==> config.mk <==
export PLATFORM = sky130hd
export DESIGN_NAME = frb_top
export DESIGN_NICKNAME = d
export VERILOG_FILES = /design/src/frb_top.sv /design/src/frb_par_mem.sv
export SDC_FILE = /design/constraint.sdc
export NUM_CORES = 2
export LEC_CHECK = 0
export BUFFER_PORTS_ARGS = -buffer_cell sky130_fd_sc_hd__buf_2
export CAP_MARGIN = 20
export CORE_MARGIN = 5
export CORE_UTILIZATION = 40
export DETAILED_ROUTE_END_ITERATION = 8
export GPL_TIMING_DRIVEN = 0
export SLEW_MARGIN = 0
export SYNTH_ARGS = -nofsm -noshare
export SYNTH_HDL_FRONTEND = slang
export SYNTH_SLANG_ARGS = --single-unit
==> constraint.sdc <==
create_clock -name clk -period 8.8 [get_ports clk]
set_clock_uncertainty 0.15 [all_clocks]
set_input_delay 1.32 -clock clk [delete_from_list [all_inputs] [get_ports clk]]
set_output_delay 1.32 -clock clk [all_outputs]
set_load 0.01 [all_outputs]
==> src/frb_top.sv <==
// repair header builder: package, register slave and parity datapath
package frb_pkg;
  localparam int          CLK_NS      = 50;
  localparam int          TS_TICK_NS  = 1000;
  localparam int          TS_TICK_CYC = (TS_TICK_NS + CLK_NS - 1) / CLK_NS;
  localparam int          MEM_AW      = 6;
  localparam int          MEM_DEPTH   = 64;
  localparam int          HDR_WORDS   = 3;
  localparam int          MASK_BITS   = 110;
  localparam logic [1:0]  RTP_VER     = 2'h2;
  localparam logic [1:0]  FEC_RF      = 2'h0;
  localparam logic [3:0]  REP_CC      = 4'h1;
  localparam logic [31:0] LFSR_SEED   = 32'h0000_0001;
  localparam logic [31:0] LFSR_TAPS   = 32'h8020_0003;
  localparam logic [7:0]  A_CTRL      = 8'h00;
  localparam logic [7:0]  A_SRC_SSRC  = 8'h04;
  localparam logic [7:0]  A_REP_SSRC  = 8'h08;
  localparam logic [7:0]  A_SEQ_BASE  = 8'h0c;
  localparam logic [7:0]  A_MASK0     = 8'h10;
  localparam logic [7:0]  A_MASK3     = 8'h1c;
  localparam logic [7:0]  A_STAT      = 8'h20;
  localparam logic [7:0]  A_TS        = 8'h24;
  localparam int          C_EN        = 0;
  localparam int          C_EMIT      = 1;
  localparam int          C_MSEL      = 2;
  localparam int          C_PAD       = 4;
  localparam int          C_EXT       = 5;
  localparam int          C_PT        = 6;
  localparam int          S_COLL      = 1;
  localparam logic [1:0]  RESP_OK     = 2'h0;
  localparam logic [1:0]  RESP_ERR    = 2'h2;

  typedef struct packed {
    logic        valid;
    logic        last;
    logic [31:0] data;
  } frb_beat_t;

  typedef enum logic [1:0] {ST_IDLE, ST_HDR, ST_PAY, ST_TAIL} frb_state_t;

  function automatic logic [6:0] frb_mask_len(input logic [1:0] sel);
    case (sel)
      2'h0:    return 7'h0f;
      2'h1:    return 7'h2e;
      default: return 7'h6e;
    endcase
  endfunction

  function automatic logic [3:0] frb_mask_words(input logic [1:0] sel);
    case (sel)
      2'h0:    return 4'h1;
      2'h1:    return 4'h2;
      default: return 4'h4;
    endcase
  endfunction

  // index 0 of the mask is its most significant bit
  function automatic logic frb_in_mask(input logic [15:0] s,
                                       input logic [15:0] base,
                                       input logic [MASK_BITS-1:0] m,
                                       input logic [1:0] sel);
    logic [15:0] off;
    off = s - base;
    if (off >= {9'h000, frb_mask_len(sel)}) return 1'b0;
    return m[7'(MASK_BITS - 1) - off[6:0]];
  endfunction

  function automatic logic [31:0] frb_wstrb(input logic [31:0] old,
                                            input logic [31:0] d,
                                            input logic [3:0] strb);
    logic [31:0] r;
    r = old;
    for (int i = 0; i < 4; i++) begin
      if (strb[i]) r[i*8 +: 8] = d[i*8 +: 8];
    end
    return r;
  endfunction

  function automatic logic frb_mapped(input logic [7:0] a);
    return (a[1:0] == 2'h0) && (a <= A_TS);
  endfunction
endpackage

`timescale 1ns/1ps
`default_nettype none
// Functional notes
// - repair and source packets use version 2
// - marker sent zero; receivers ignore it
// - repair sequence steps by one per packet
// - starting sequence number taken unpredictably
// - timestamp reflects repair transmission time
// - count and list name protected source SSRC
// - payload parity covers octets past twelve bytes
// - mask width is 15, 46 or 110
// - mask bit i protects base plus i
// - repair stream gets a random SSRC
// - repair padding independent of source padding
// - repair extension independent of source extension
// - protected packets share one session
// - source packets forwarded unmodified
// - repair content is XOR of selected packets
// - SSRC collision resolved by reselection
// - first two header bits select variant
// - both variant bits never set together
// - row repair XORs consecutive packets; not built here, only mask-selected repair with variant bits zero
// - column repair XORs packets row-length apart; not built here, only mask-selected repair with variant bits zero
module frb_top
  import frb_pkg::*;
(
  // clock and reset
  input  wire logic        clk,
  input  wire logic        rst_n,
  // register bus
  input  wire logic        awvalid,
  output var  logic        awready,
  input  wire logic [7:0]  awaddr,
  input  wire logic        wvalid,
  output var  logic        wready,
  input  wire logic [31:0] wdata,
  input  wire logic [3:0]  wstrb,
  output var  logic        bvalid,
  input  wire logic        bready,
  output var  logic [1:0]  bresp,
  input  wire logic        arvalid,
  output var  logic        arready,
  input  wire logic [7:0]  araddr,
  output var  logic        rvalid,
  input  wire logic        rready,
  output var  logic [31:0] rdata,
  output var  logic [1:0]  rresp,
  // source stream in, forwarded source, repair stream
  input  wire frb_beat_t   src_in,
  output var  frb_beat_t   fwd_out,
  output var  frb_beat_t   rep_out
);

  // ------------------------------------------------------------------
  // register slave
  // ------------------------------------------------------------------
  logic                 aw_v, next_aw_v, w_v, next_w_v;
  logic [7:0]           aw_a, next_aw_a;
  logic [31:0]          w_d, next_w_d;
  logic [3:0]           w_s, next_w_s;
  logic                 next_awready, next_wready, next_bvalid;
  logic                 next_arready, next_rvalid;
  logic [1:0]           next_bresp, next_rresp;
  logic [31:0]          next_rdata, rd_val;
  logic                 wr_fire;
  logic [31:0]          ctrl, next_ctrl, src_ssrc, next_src_ssrc;
  logic [15:0]          seq_base, next_seq_base;
  logic [MASK_BITS-1:0] mask, next_mask;
  // datapath state read by the slave
  logic [31:0]          rep_ssrc, ts_cnt;
  logic [15:0]          seq;
  logic                 coll;
  frb_state_t           st;

  always_comb begin
    next_aw_v = aw_v;   next_aw_a = aw_a;
    next_w_v = w_v;     next_w_d = w_d;     next_w_s = w_s;
    next_bvalid = bvalid;  next_bresp = bresp;
    next_rvalid = rvalid;  next_rdata = rdata;  next_rresp = rresp;
    next_ctrl = ctrl;   next_src_ssrc = src_ssrc;
    next_seq_base = seq_base;  next_mask = mask;
    case (araddr)
      A_CTRL:     rd_val = ctrl;
      A_SRC_SSRC: rd_val = src_ssrc;
      A_REP_SSRC: rd_val = rep_ssrc;
      A_SEQ_BASE: rd_val = {16'h0000, seq_base};
      8'h10:      rd_val = {18'h00000, mask[109:96]};
      8'h14:      rd_val = mask[95:64];
      8'h18:      rd_val = mask[63:32];
      A_MASK3:    rd_val = mask[31:0];
      A_STAT:     rd_val = {seq, 14'h0000, coll, st != ST_IDLE};
      A_TS:       rd_val = ts_cnt;
      default:    rd_val = 32'h0000_0000;
    endcase
    if (awvalid && awready) begin
      next_aw_v = 1'b1;
      next_aw_a = awaddr;
    end
    if (wvalid && wready) begin
      next_w_v = 1'b1;
      next_w_d = wdata;
      next_w_s = wstrb;
    end
    if (bvalid && bready) next_bvalid = 1'b0;
    wr_fire = aw_v && w_v && !bvalid;
    if (wr_fire) begin
      next_aw_v = 1'b0;
      next_w_v = 1'b0;
      next_bvalid = 1'b1;
      next_bresp = frb_mapped(aw_a) ? RESP_OK : RESP_ERR;
      case (aw_a)
        A_CTRL:     next_ctrl = frb_wstrb(ctrl, w_d, w_s) &
                                32'h0000_1ffd;
        A_SRC_SSRC: next_src_ssrc = frb_wstrb(src_ssrc, w_d, w_s);
        A_SEQ_BASE: next_seq_base = 16'(frb_wstrb({16'h0000, seq_base},
                                                  w_d, w_s));
        8'h10:      next_mask[109:96] =
                      14'(frb_wstrb({18'h00000, mask[109:96]}, w_d, w_s));
        8'h14:      next_mask[95:64] = frb_wstrb(mask[95:64], w_d, w_s);
        8'h18:      next_mask[63:32] = frb_wstrb(mask[63:32], w_d, w_s);
        A_MASK3:    next_mask[31:0] = frb_wstrb(mask[31:0], w_d, w_s);
        default:    ;
      endcase
      if (next_ctrl[C_MSEL +: 2] == 2'h3) next_ctrl[C_MSEL +: 2] = 2'h2;
    end
    next_awready = !next_aw_v;
    next_wready = !next_w_v;
    if (rvalid && rready) next_rvalid = 1'b0;
    if (arvalid && arready) begin
      next_rvalid = 1'b1;
      next_rdata = rd_val;
      next_rresp = frb_mapped(araddr) ? RESP_OK : RESP_ERR;
    end
    next_arready = !next_rvalid;
  end

  always_ff @(posedge clk) begin
    if (!rst_n) begin
      aw_v <= 1'b0;  aw_a <= 8'h00;  w_v <= 1'b0;
      w_d <= 32'h0000_0000;  w_s <= 4'h0;
      awready <= 1'b1;  wready <= 1'b1;  arready <= 1'b1;
      bvalid <= 1'b0;  bresp <= RESP_OK;
      rvalid <= 1'b0;  rdata <= 32'h0000_0000;  rresp <= RESP_OK;
      ctrl <= 32'h0000_0000;  src_ssrc <= 32'h0000_0000;
      seq_base <= 16'h0000;  mask <= '0;
    end else begin
      aw_v <= next_aw_v;  aw_a <= next_aw_a;  w_v <= next_w_v;
      w_d <= next_w_d;  w_s <= next_w_s;
      awready <= next_awready;  wready <= next_wready;
      arready <= next_arready;
      bvalid <= next_bvalid;  bresp <= next_bresp;
      rvalid <= next_rvalid;  rdata <= next_rdata;  rresp <= next_rresp;
      ctrl <= next_ctrl;  src_ssrc <= next_src_ssrc;
      seq_base <= next_seq_base;  mask <= next_mask;
    end
  end

  // ------------------------------------------------------------------
  // source accumulation and repair emission
  // ------------------------------------------------------------------
  logic [31:0]       lfsr, next_lfsr, next_rep_ssrc, next_ts_cnt;
  logic [31:0]       cap_ts, next_cap_ts, rec_ts, next_rec_ts;
  logic [31:0]       ts_cap, next_ts_cap, pend_d, next_pend_d, hw;
  logic [31:0]       mem_wd, mem_rd;
  logic [15:0]       cap_w0, next_cap_w0, rec_len, next_rec_len;
  logic [15:0]       cap_sq, next_cap_sq;
  logic [15:0]       next_seq;
  logic [13:0]       rec_hdr, next_rec_hdr;
  logic [7:0]        ts_div, next_ts_div, widx, next_widx;
  logic [6:0]        acc_len, next_acc_len, words;
  logic [5:0]        pend_a, next_pend_a, pcnt, next_pcnt, mem_ra;
  logic [3:0]        hcnt, next_hcnt, hdr_last;
  logic              pend_v, next_pend_v, prot, next_prot, prot_now;
  logic              pend_old, next_pend_old;
  logic              emit_req, next_emit_req, en_q, next_coll;
  logic              pay_v, next_pay_v, pay_l, next_pay_l, coll_ev;
  frb_state_t        next_st;
  frb_beat_t         next_fwd, next_rep;

  assign hdr_last = 4'h5 + frb_mask_words(ctrl[C_MSEL +: 2]);
  // fold in the stored word only where an earlier packet already wrote it
  assign mem_wd = pend_d ^ (pend_old ? mem_rd : 32'h0);

  frb_par_mem u_mem (
    .clk     (clk),
    .wr_en   (pend_v),
    .wr_addr (pend_a),
    .wr_data (mem_wd),
    .rd_addr (mem_ra),
    .rd_data (mem_rd)
  );

  always_comb begin
    next_lfsr = lfsr[0] ? ((lfsr >> 1) ^ LFSR_TAPS) : (lfsr >> 1);
    next_ts_div = ts_div + 8'h01;
    next_ts_cnt = ts_cnt;
    if (ts_div == 8'(TS_TICK_CYC - 1)) begin
      next_ts_div = 8'h00;
      next_ts_cnt = ts_cnt + 32'h1;
    end
    next_seq = seq;  next_rep_ssrc = rep_ssrc;  next_coll = coll;
    next_cap_w0 = cap_w0;  next_cap_ts = cap_ts;  next_prot = prot;
    next_rec_hdr = rec_hdr;  next_rec_ts = rec_ts;  next_rec_len = rec_len;
    next_acc_len = acc_len;  next_widx = widx;
    next_cap_sq = cap_sq;
    next_pend_old = pend_old;
    next_pend_v = 1'b0;  next_pend_a = pend_a;  next_pend_d = pend_d;
    next_st = st;  next_hcnt = hcnt;  next_pcnt = pcnt;  next_ts_cap = ts_cap;
    next_emit_req = emit_req;  next_pay_v = 1'b0;  next_pay_l = 1'b0;
    mem_ra = 6'(widx - 8'(HDR_WORDS));
    coll_ev = 1'b0;  words = 7'h00;  prot_now = prot;
    next_fwd = src_in;
    next_rep = '{valid: 1'b0, last: 1'b0, data: 32'h0000_0000};
    if (ctrl[C_EN] && !en_q) next_seq = lfsr[15:0];
    if (wr_fire && aw_a == A_CTRL && w_d[C_EMIT] && w_s[0]) begin
      next_emit_req = 1'b1;
    end
    if (wr_fire && aw_a == A_REP_SSRC) begin
      next_rep_ssrc = frb_wstrb(rep_ssrc, w_d, w_s);
    end
    if (wr_fire && aw_a == A_STAT && w_d[S_COLL] && w_s[0]) begin
      next_coll = 1'b0;
    end
    // parity gathering; packets whose third word arrives while busy stay unprotected
    if (src_in.valid) begin
      next_widx = src_in.last ? 8'h00 : (widx == 8'hff ? widx : widx + 8'h01);
      case (widx)
        8'h00: begin
          next_cap_w0 = src_in.data[31:16];
          next_cap_sq = src_in.data[15:0];
        end
        8'h01: next_cap_ts = src_in.data;
        8'h02: begin
          prot_now = ctrl[C_EN] && st == ST_IDLE &&
                     src_in.data == src_ssrc &&
                     cap_w0[15:14] == RTP_VER &&
                     frb_in_mask(cap_sq, seq_base, mask,
                                 ctrl[C_MSEL +: 2]);
          next_prot = prot_now;
          if (src_in.data == rep_ssrc) begin
            coll_ev = 1'b1;
            next_rep_ssrc = lfsr;
            next_coll = 1'b1;
          end
          if (prot_now) begin
            next_rec_hdr = rec_hdr ^ cap_w0[13:0];
            next_rec_ts = rec_ts ^ cap_ts;
          end
        end
        default: begin
          if (prot && widx < 8'(HDR_WORDS + MEM_DEPTH)) begin
            next_pend_v = 1'b1;
            next_pend_a = mem_ra;
            next_pend_d = src_in.data;
            next_pend_old = {1'b0, mem_ra} < acc_len;
          end
        end
      endcase
      if (src_in.last && prot_now && widx >= 8'h02) begin
        words = (widx > 8'(HDR_WORDS + MEM_DEPTH - 1)) ? 7'(MEM_DEPTH) :
                7'(widx - 8'h02);
        next_rec_len = rec_len ^ 16'((widx - 8'h02) << 2);
        if (words > acc_len) next_acc_len = words;
      end
      if (src_in.last) next_prot = 1'b0;
    end
    case (hcnt)
      4'h0: hw = {RTP_VER, ctrl[C_PAD], ctrl[C_EXT], REP_CC,
                  1'b0, ctrl[C_PT +: 7], seq};
      4'h1: hw = ts_cap;
      4'h2: hw = rep_ssrc;
      4'h3: hw = src_ssrc;
      4'h4: hw = {FEC_RF, rec_hdr, rec_len};
      4'h5: hw = rec_ts;
      4'h6: hw = {seq_base, ctrl[C_MSEL +: 2] != 2'h0, mask[109:95]};
      4'h7: hw = {ctrl[C_MSEL +: 2] == 2'h2, mask[94:64]};
      4'h8: hw = mask[63:32];
      default: hw = mask[31:0];
    endcase
    if (pay_v) next_rep = '{valid: 1'b1, last: pay_l, data: mem_rd};
    case (st)
      ST_IDLE: begin
        if (emit_req && widx == 8'h00 && !pend_v && !src_in.valid) begin
          next_emit_req = 1'b0;
          next_st = ST_HDR;
          next_hcnt = 4'h0;
          next_ts_cap = ts_cnt;
        end
      end
      ST_HDR: begin
        next_rep = '{valid: 1'b1,
                     last: hcnt == hdr_last && acc_len == 7'h00,
                     data: hw};
        if (hcnt == 4'h0) next_seq = seq + 16'h0001;
        next_hcnt = hcnt + 4'h1;
        if (hcnt == hdr_last) begin
          next_pcnt = 6'h00;
          next_st = (acc_len == 7'h00) ? ST_TAIL : ST_PAY;
        end
      end
      ST_PAY: begin
        mem_ra = pcnt;
        next_pay_v = 1'b1;
        next_pay_l = {1'b0, pcnt} + 7'h01 == acc_len;
        next_pcnt = pcnt + 6'h01;
        if (next_pay_l) next_st = ST_TAIL;
      end
      ST_TAIL: begin
        // block finished: next repair starts a fresh source group
        next_acc_len = 7'h00;
        next_rec_hdr = 14'h0000;
        next_rec_len = 16'h0000;
        next_rec_ts = 32'h0000_0000;
        next_st = ST_IDLE;
      end
      default: next_st = ST_IDLE;
    endcase
  end

  always_ff @(posedge clk) begin
    if (!rst_n) begin
      lfsr <= LFSR_SEED;  ts_div <= 8'h00;
      ts_cnt <= 32'h0000_0000;  seq <= 16'h0000;
      rep_ssrc <= 32'h0000_0000;  coll <= 1'b0;
      cap_w0 <= 16'h0000;  cap_sq <= 16'h0000;
      cap_ts <= 32'h0000_0000;  prot <= 1'b0;
      rec_hdr <= 14'h0000;  rec_ts <= 32'h0000_0000;
      rec_len <= 16'h0000;  acc_len <= 7'h00;
      widx <= 8'h00;  pend_v <= 1'b0;
      pend_a <= 6'h00;  pend_d <= 32'h0000_0000;
      pend_old <= 1'b0;  st <= ST_IDLE;
      hcnt <= 4'h0;  pcnt <= 6'h00;
      ts_cap <= 32'h0000_0000;  emit_req <= 1'b0;
      pay_v <= 1'b0;  pay_l <= 1'b0;
      en_q <= 1'b0;  fwd_out <= '0;
      rep_out <= '0;
    end else begin
      lfsr <= next_lfsr;  ts_div <= next_ts_div;
      ts_cnt <= next_ts_cnt;  seq <= next_seq;
      rep_ssrc <= next_rep_ssrc;  coll <= next_coll;
      cap_w0 <= next_cap_w0;  cap_sq <= next_cap_sq;
      cap_ts <= next_cap_ts;  prot <= next_prot;
      rec_hdr <= next_rec_hdr;  rec_ts <= next_rec_ts;
      rec_len <= next_rec_len;  acc_len <= next_acc_len;
      widx <= next_widx;  pend_v <= next_pend_v;
      pend_a <= next_pend_a;  pend_d <= next_pend_d;
      pend_old <= next_pend_old;  st <= next_st;
      hcnt <= next_hcnt;  pcnt <= next_pcnt;
      ts_cap <= next_ts_cap;  emit_req <= next_emit_req;
      pay_v <= next_pay_v;  pay_l <= next_pay_l;
      en_q <= ctrl[C_EN];  fwd_out <= next_fwd;
      rep_out <= next_rep;
    end
  end
endmodule
`default_nettype wire

==> src/frb_par_mem.sv <==
// parity accumulation memory: one write port, one registered read port
`timescale 1ns/1ps
`default_nettype none
module frb_par_mem
  import frb_pkg::*;
(
  // clock
  input  wire logic                clk,
  // write port
  input  wire logic                wr_en,
  input  wire logic [MEM_AW-1:0]   wr_addr,
  input  wire logic [31:0]         wr_data,
  // read port
  input  wire logic [MEM_AW-1:0]   rd_addr,
  output var  logic [31:0]         rd_data
);

  logic [31:0] mem [MEM_DEPTH];

  // no reset on the array; stale words are masked by the valid length
  always_ff @(posedge clk) begin
    if (wr_en) begin
      mem[wr_addr] <= wr_data;
    end
    rd_data <= mem[rd_addr];
  end

endmodule
`default_nettype wire

==> insert_results.sql <==
INSERT INTO impl_metrics (metric_group, metric, value, unit) VALUES
('clock_tree', 'cts_clock_pin_slew_for_the_worst_setup_and_hold_paths', '0.06', 'ns'),
('yosys', 'synthAdderAreaFrac', '0.589', '%'),
('clock_tree', 'postCtsSetupRepairBufs', '0', ''),
('clock_tree', 'maximum_clock_insertion_buffer_count', '4', ''),
('placed_design', 'finalWeightedCongestion', '1.03', ''),
('detailed_routing', 'drt_first_pass_iters', '9', ''),
('global_routing', 'grt_overflow', '0', ''),
('setup_path', 'critical-path-slowest-cell', 'sky130_fd_sc_hd__mux2i_1', ''),
('placed_design', 'portBuffers', '197', ''),
('setup_path', 'path_cells', 'ha_1 -> fa_1 -> buf_2 -> buf_4 -> buf_4 -> inv_1 -> ha_1 -> xnor2_1 -> a21oi_1 -> a31oi_4 -> mux2i_1 -> mux4_2 -> mux2i_1 -> nor2_1 -> o31a_1 -> buf_6 -> clkbuf_1 -> o21ai_0 -> a21oi_1', ''),
('yosys', 'yosys.area_share.simple', '7.03', '%'),
('yosys', 'synth_top_cells_by_count', 'sky130_fd_sc_hd__edfxtp_1, sky130_fd_sc_hd__dfxtp_1, sky130_fd_sc_hd__nand2_1, sky130_fd_sc_hd__mux4_2, sky130_fd_sc_hd__clkbuf_1', ''),
('detailed_routing', 'final_antenna_net_count', '0', ''),
('yosys', 'synth.yosys.warnings', '0', ''),
('timing', 'report.final.setup_viol', '0', ''),
('timing', 'timing_hold_violations_final', '0', ''),
('power_and_ir_drop', 'power_leakage', '36.8', 'nW'),
('yosys', 'yosys.area.top_type_share', '55.0', '%'),
('clock_tree', 'cts-resized-gates', '0', ''),
('setup_path', 'ff2ff_path_depth', '19', ''),
('power_and_ir_drop', 'power_per_cell_area', '212', 'mW/mm²'),
('placed_design', 'hpwlAfterDp', '327', 'mm'),
('floorplanning', 'die_h', '539', 'µm'),
('yosys', 'compound_gate_portion_of_the_synthesized_area', '7.78', '%'),
('layout', 'layout.cells.non_filler', '12140', ''),
('setup_path', 'critPathArrivalTime', '7.95', 'ns'),
('floorplanning', 'boundaryPins', '202', ''),
('min_path', 'worst_min_delay_path_class', 'flop to flop', ''),
('yosys', 'ys.flop_type', 'sky130_fd_sc_hd__edfxtp_1', ''),
('floorplanning', 'site_row_count', '194', ''),
('placed_design', 'numPlacedInstances', '11567', ''),
('power_and_ir_drop', 'comb_power_share', '5.0', '%'),
('detailed_routing', 'route.detailed.drc', '0', ''),
('timing', 'timing.final.crit_share', '82.9', '%'),
('setup_path', 'worstSetupEndpointType', 'flop', ''),
('timing', 'rsz_0062_raised_after_global_routing', 'no', ''),
('power_and_ir_drop', 'vdd_drop_max', '0.000157', 'V'),
('timing', 'timing.fmax', '137', 'MHz'),
('yosys', 'postSynthRegisterBits', '2752', ''),
('floorplanning', 'initial_utilization', '40.1', '%'),
('global_routing', 'grt_start_max_net_pins', '28', ''),
('yosys', 'syn-mean-instance-area', '15.1', 'µm²'),
('layout', 'area_delta_synth_final', '18.3', '%'),
('timing', 'worst_pin_slew', '1.40', 'ns'),
('clock_tree', 'clkLatencyLatePin', '0.92', 'ns'),
('setup_path', 'cp_slowest_stage_delay', '0.87', 'ns'),
('power_and_ir_drop', 'power.switching', '6.34', 'mW'),
('clock_tree', 'tritoncts.num_buffers', '300', ''),
('floorplanning', 'core_region_area', '0.279', 'mm²'),
('global_routing', 'number_of_global_route_vias_before_repair', '70903', ''),
('power_and_ir_drop', 'p_int', '21.7', 'mW'),
('clock_tree', 'ctsHoldBuffers', '0', ''),
('yosys', 'netlist-cell-type-count', '81', ''),
('clock_tree', 'cts_num_sinks', '2752', ''),
('setup_path', 'worstPathRequired', '9.45', 'ns'),
('setup_path', 'setup.worst_path.start', 'seq_base[0]$_SDFFE_PN0P_', ''),
('min_path', 'worst_hold_startpoint', 'lfsr[19]$_SDFF_PN0_', ''),
('power_and_ir_drop', 'p_seq_share', '49.6', '%'),
('power_and_ir_drop', 'swShare', '22.6', '%'),
('setup_path', 'crit-reg2reg-launch', 'seq_base[0]$_SDFFE_PN0P_', ''),
('yosys', 'netlist_instances', '7398', ''),
('yosys', 'synth_most_common_cell', 'sky130_fd_sc_hd__edfxtp_1', ''),
('timing', 'final.hold.worst_slack', '0.303', 'ns'),
('layout', 'fin_nets', '8298', ''),
('yosys', 'synth-xor-area-share', '1.31', '%'),
('detailed_routing', 'wire_per_inst', '35.9', 'µm'),
('timing', 'final.min_clock_period', '7.30', 'ns'),
('timing', 'tns', '0', 'ns'),
('yosys', 'synth_top_family_by_area', 'multiplexers', ''),
('run_status', 'outcome', 'finished, final reports clean', ''),
('detailed_routing', 'via_per_inst', '5.94', '');
cells in the final DEF (no fill, tap or decap), types with 74 or more instances in the layout:
master,instances
sky130_fd_sc_hd__a211oi_1,260
sky130_fd_sc_hd__a21boi_0,192
sky130_fd_sc_hd__a21oi_1,408
sky130_fd_sc_hd__a22oi_1,129
sky130_fd_sc_hd__and2_1,101
sky130_fd_sc_hd__buf_1,74
sky130_fd_sc_hd__buf_2,214
sky130_fd_sc_hd__buf_8,116
sky130_fd_sc_hd__clkbuf_1,462
sky130_fd_sc_hd__clkbuf_16,310
sky130_fd_sc_hd__dfxtp_1,704
sky130_fd_sc_hd__edfxtp_1,2048
sky130_fd_sc_hd__inv_1,96
sky130_fd_sc_hd__mux2i_1,299
sky130_fd_sc_hd__mux4_2,541
sky130_fd_sc_hd__nand2_1,687
sky130_fd_sc_hd__nand3_1,126
sky130_fd_sc_hd__nor2_1,267
sky130_fd_sc_hd__nor2b_1,184
sky130_fd_sc_hd__o21ai_0,108
sky130_fd_sc_hd__xnor2_1,83
metrics by stage:
stage,power (mW),area (µm²)
after global placement,15.5,117000
after CTS,28.2,132000
after floorplan,14.9,112000
after global routing,28.8,132000
final,28.0,132000
after detailed placement,15.5,122000
flip-flops by register name, indices dropped and copies added (netlist names), 32 cells and up:
| name | flops |
|---|---|
| u_mem.mem | 2048 |
| mask | 110 |
| fwd_out | 34 |
| rep_out | 34 |
| cap_ts | 32 |
| lfsr | 32 |
| pend_d | 32 |
| rdata | 32 |
| rec_ts | 32 |
| rep_ssrc | 32 |
| src_ssrc | 32 |
| ts_cap | 32 |
| ts_cnt | 32 |
| u_mem.rd_data | 32 |
| w_d | 32 |
layout make-up:
class	count	area [µm²]
fillers	23828	147000
flip-flops and latches	2752	75600
multi-input cells	4048	34600
clock buffers	392	8310
repair buffers	452	5100
well taps	3724	4660
plain buffers	502	1940
clock inverters	152	1590
inverters	97	364
diodes	21	52.6
critical path: cells and delay by family, from the launching register on:
| kind | cells | cell delay (ns) |
|---|---|---|
| compound gates | 5 | 1.38 |
| xor+xnor | 1 | 0.29 |
| fa+ha+maj | 3 | 1.09 |
| buf+inv | 6 | 1.91 |
| flops | 1 | 0.51 |
| mux | 3 | 1.39 |
| simple gates | 1 | 0.41 |
path summary, 6_finish.rpt:
path / endpoint / slack, ns
worst max-delay path: acc_len[3]$_SDFFE_PP0P_ / 1.50
worst min-delay path: lfsr[18]$_SDFF_PN0_ / 0.30
worst max register to register: acc_len[3]$_SDFFE_PP0P_ / 1.50
worst min register to register: lfsr[18]$_SDFF_PN0_ / 0.30
layer usage:
metal,track usage (%),up-vias,wire [µm]
li1,-,30138,-
met1,36.3,37239,164000
met2,46.6,3766,204000
met3,5.71,992,33400
met4,18.9,14,34100
met5,0,-,91
cell families after synthesis:
| logic type | after synthesis |
|---|---|
| flip-flops | 2752 |
| AND/OR/NAND/NOR | 1683 |
| AO/OA/AOI/OAI | 1304 |
| multiplexers | 843 |
| buffers and inverters | 599 |
| XOR/XNOR | 164 |
| adder cells (fa/ha/maj) | 52 |
| other | 1 |
power by group through the flow:
stage | logic [mW] | registers [mW] | clock network [mW]
2_1_floorplan | 0.729 | 14.1 | 0
3_3_place_gp | 1.34 | 14.2 | 0
3_5_place_dp | 1.37 | 14.2 | 0
4_1_cts | 1.37 | 13.9 | 12.9
5_1_grt | 1.45 | 13.9 | 13.5
6_report | 1.39 | 13.9 | 12.7
Note: power is estimated with default switching activity, not from simulation.
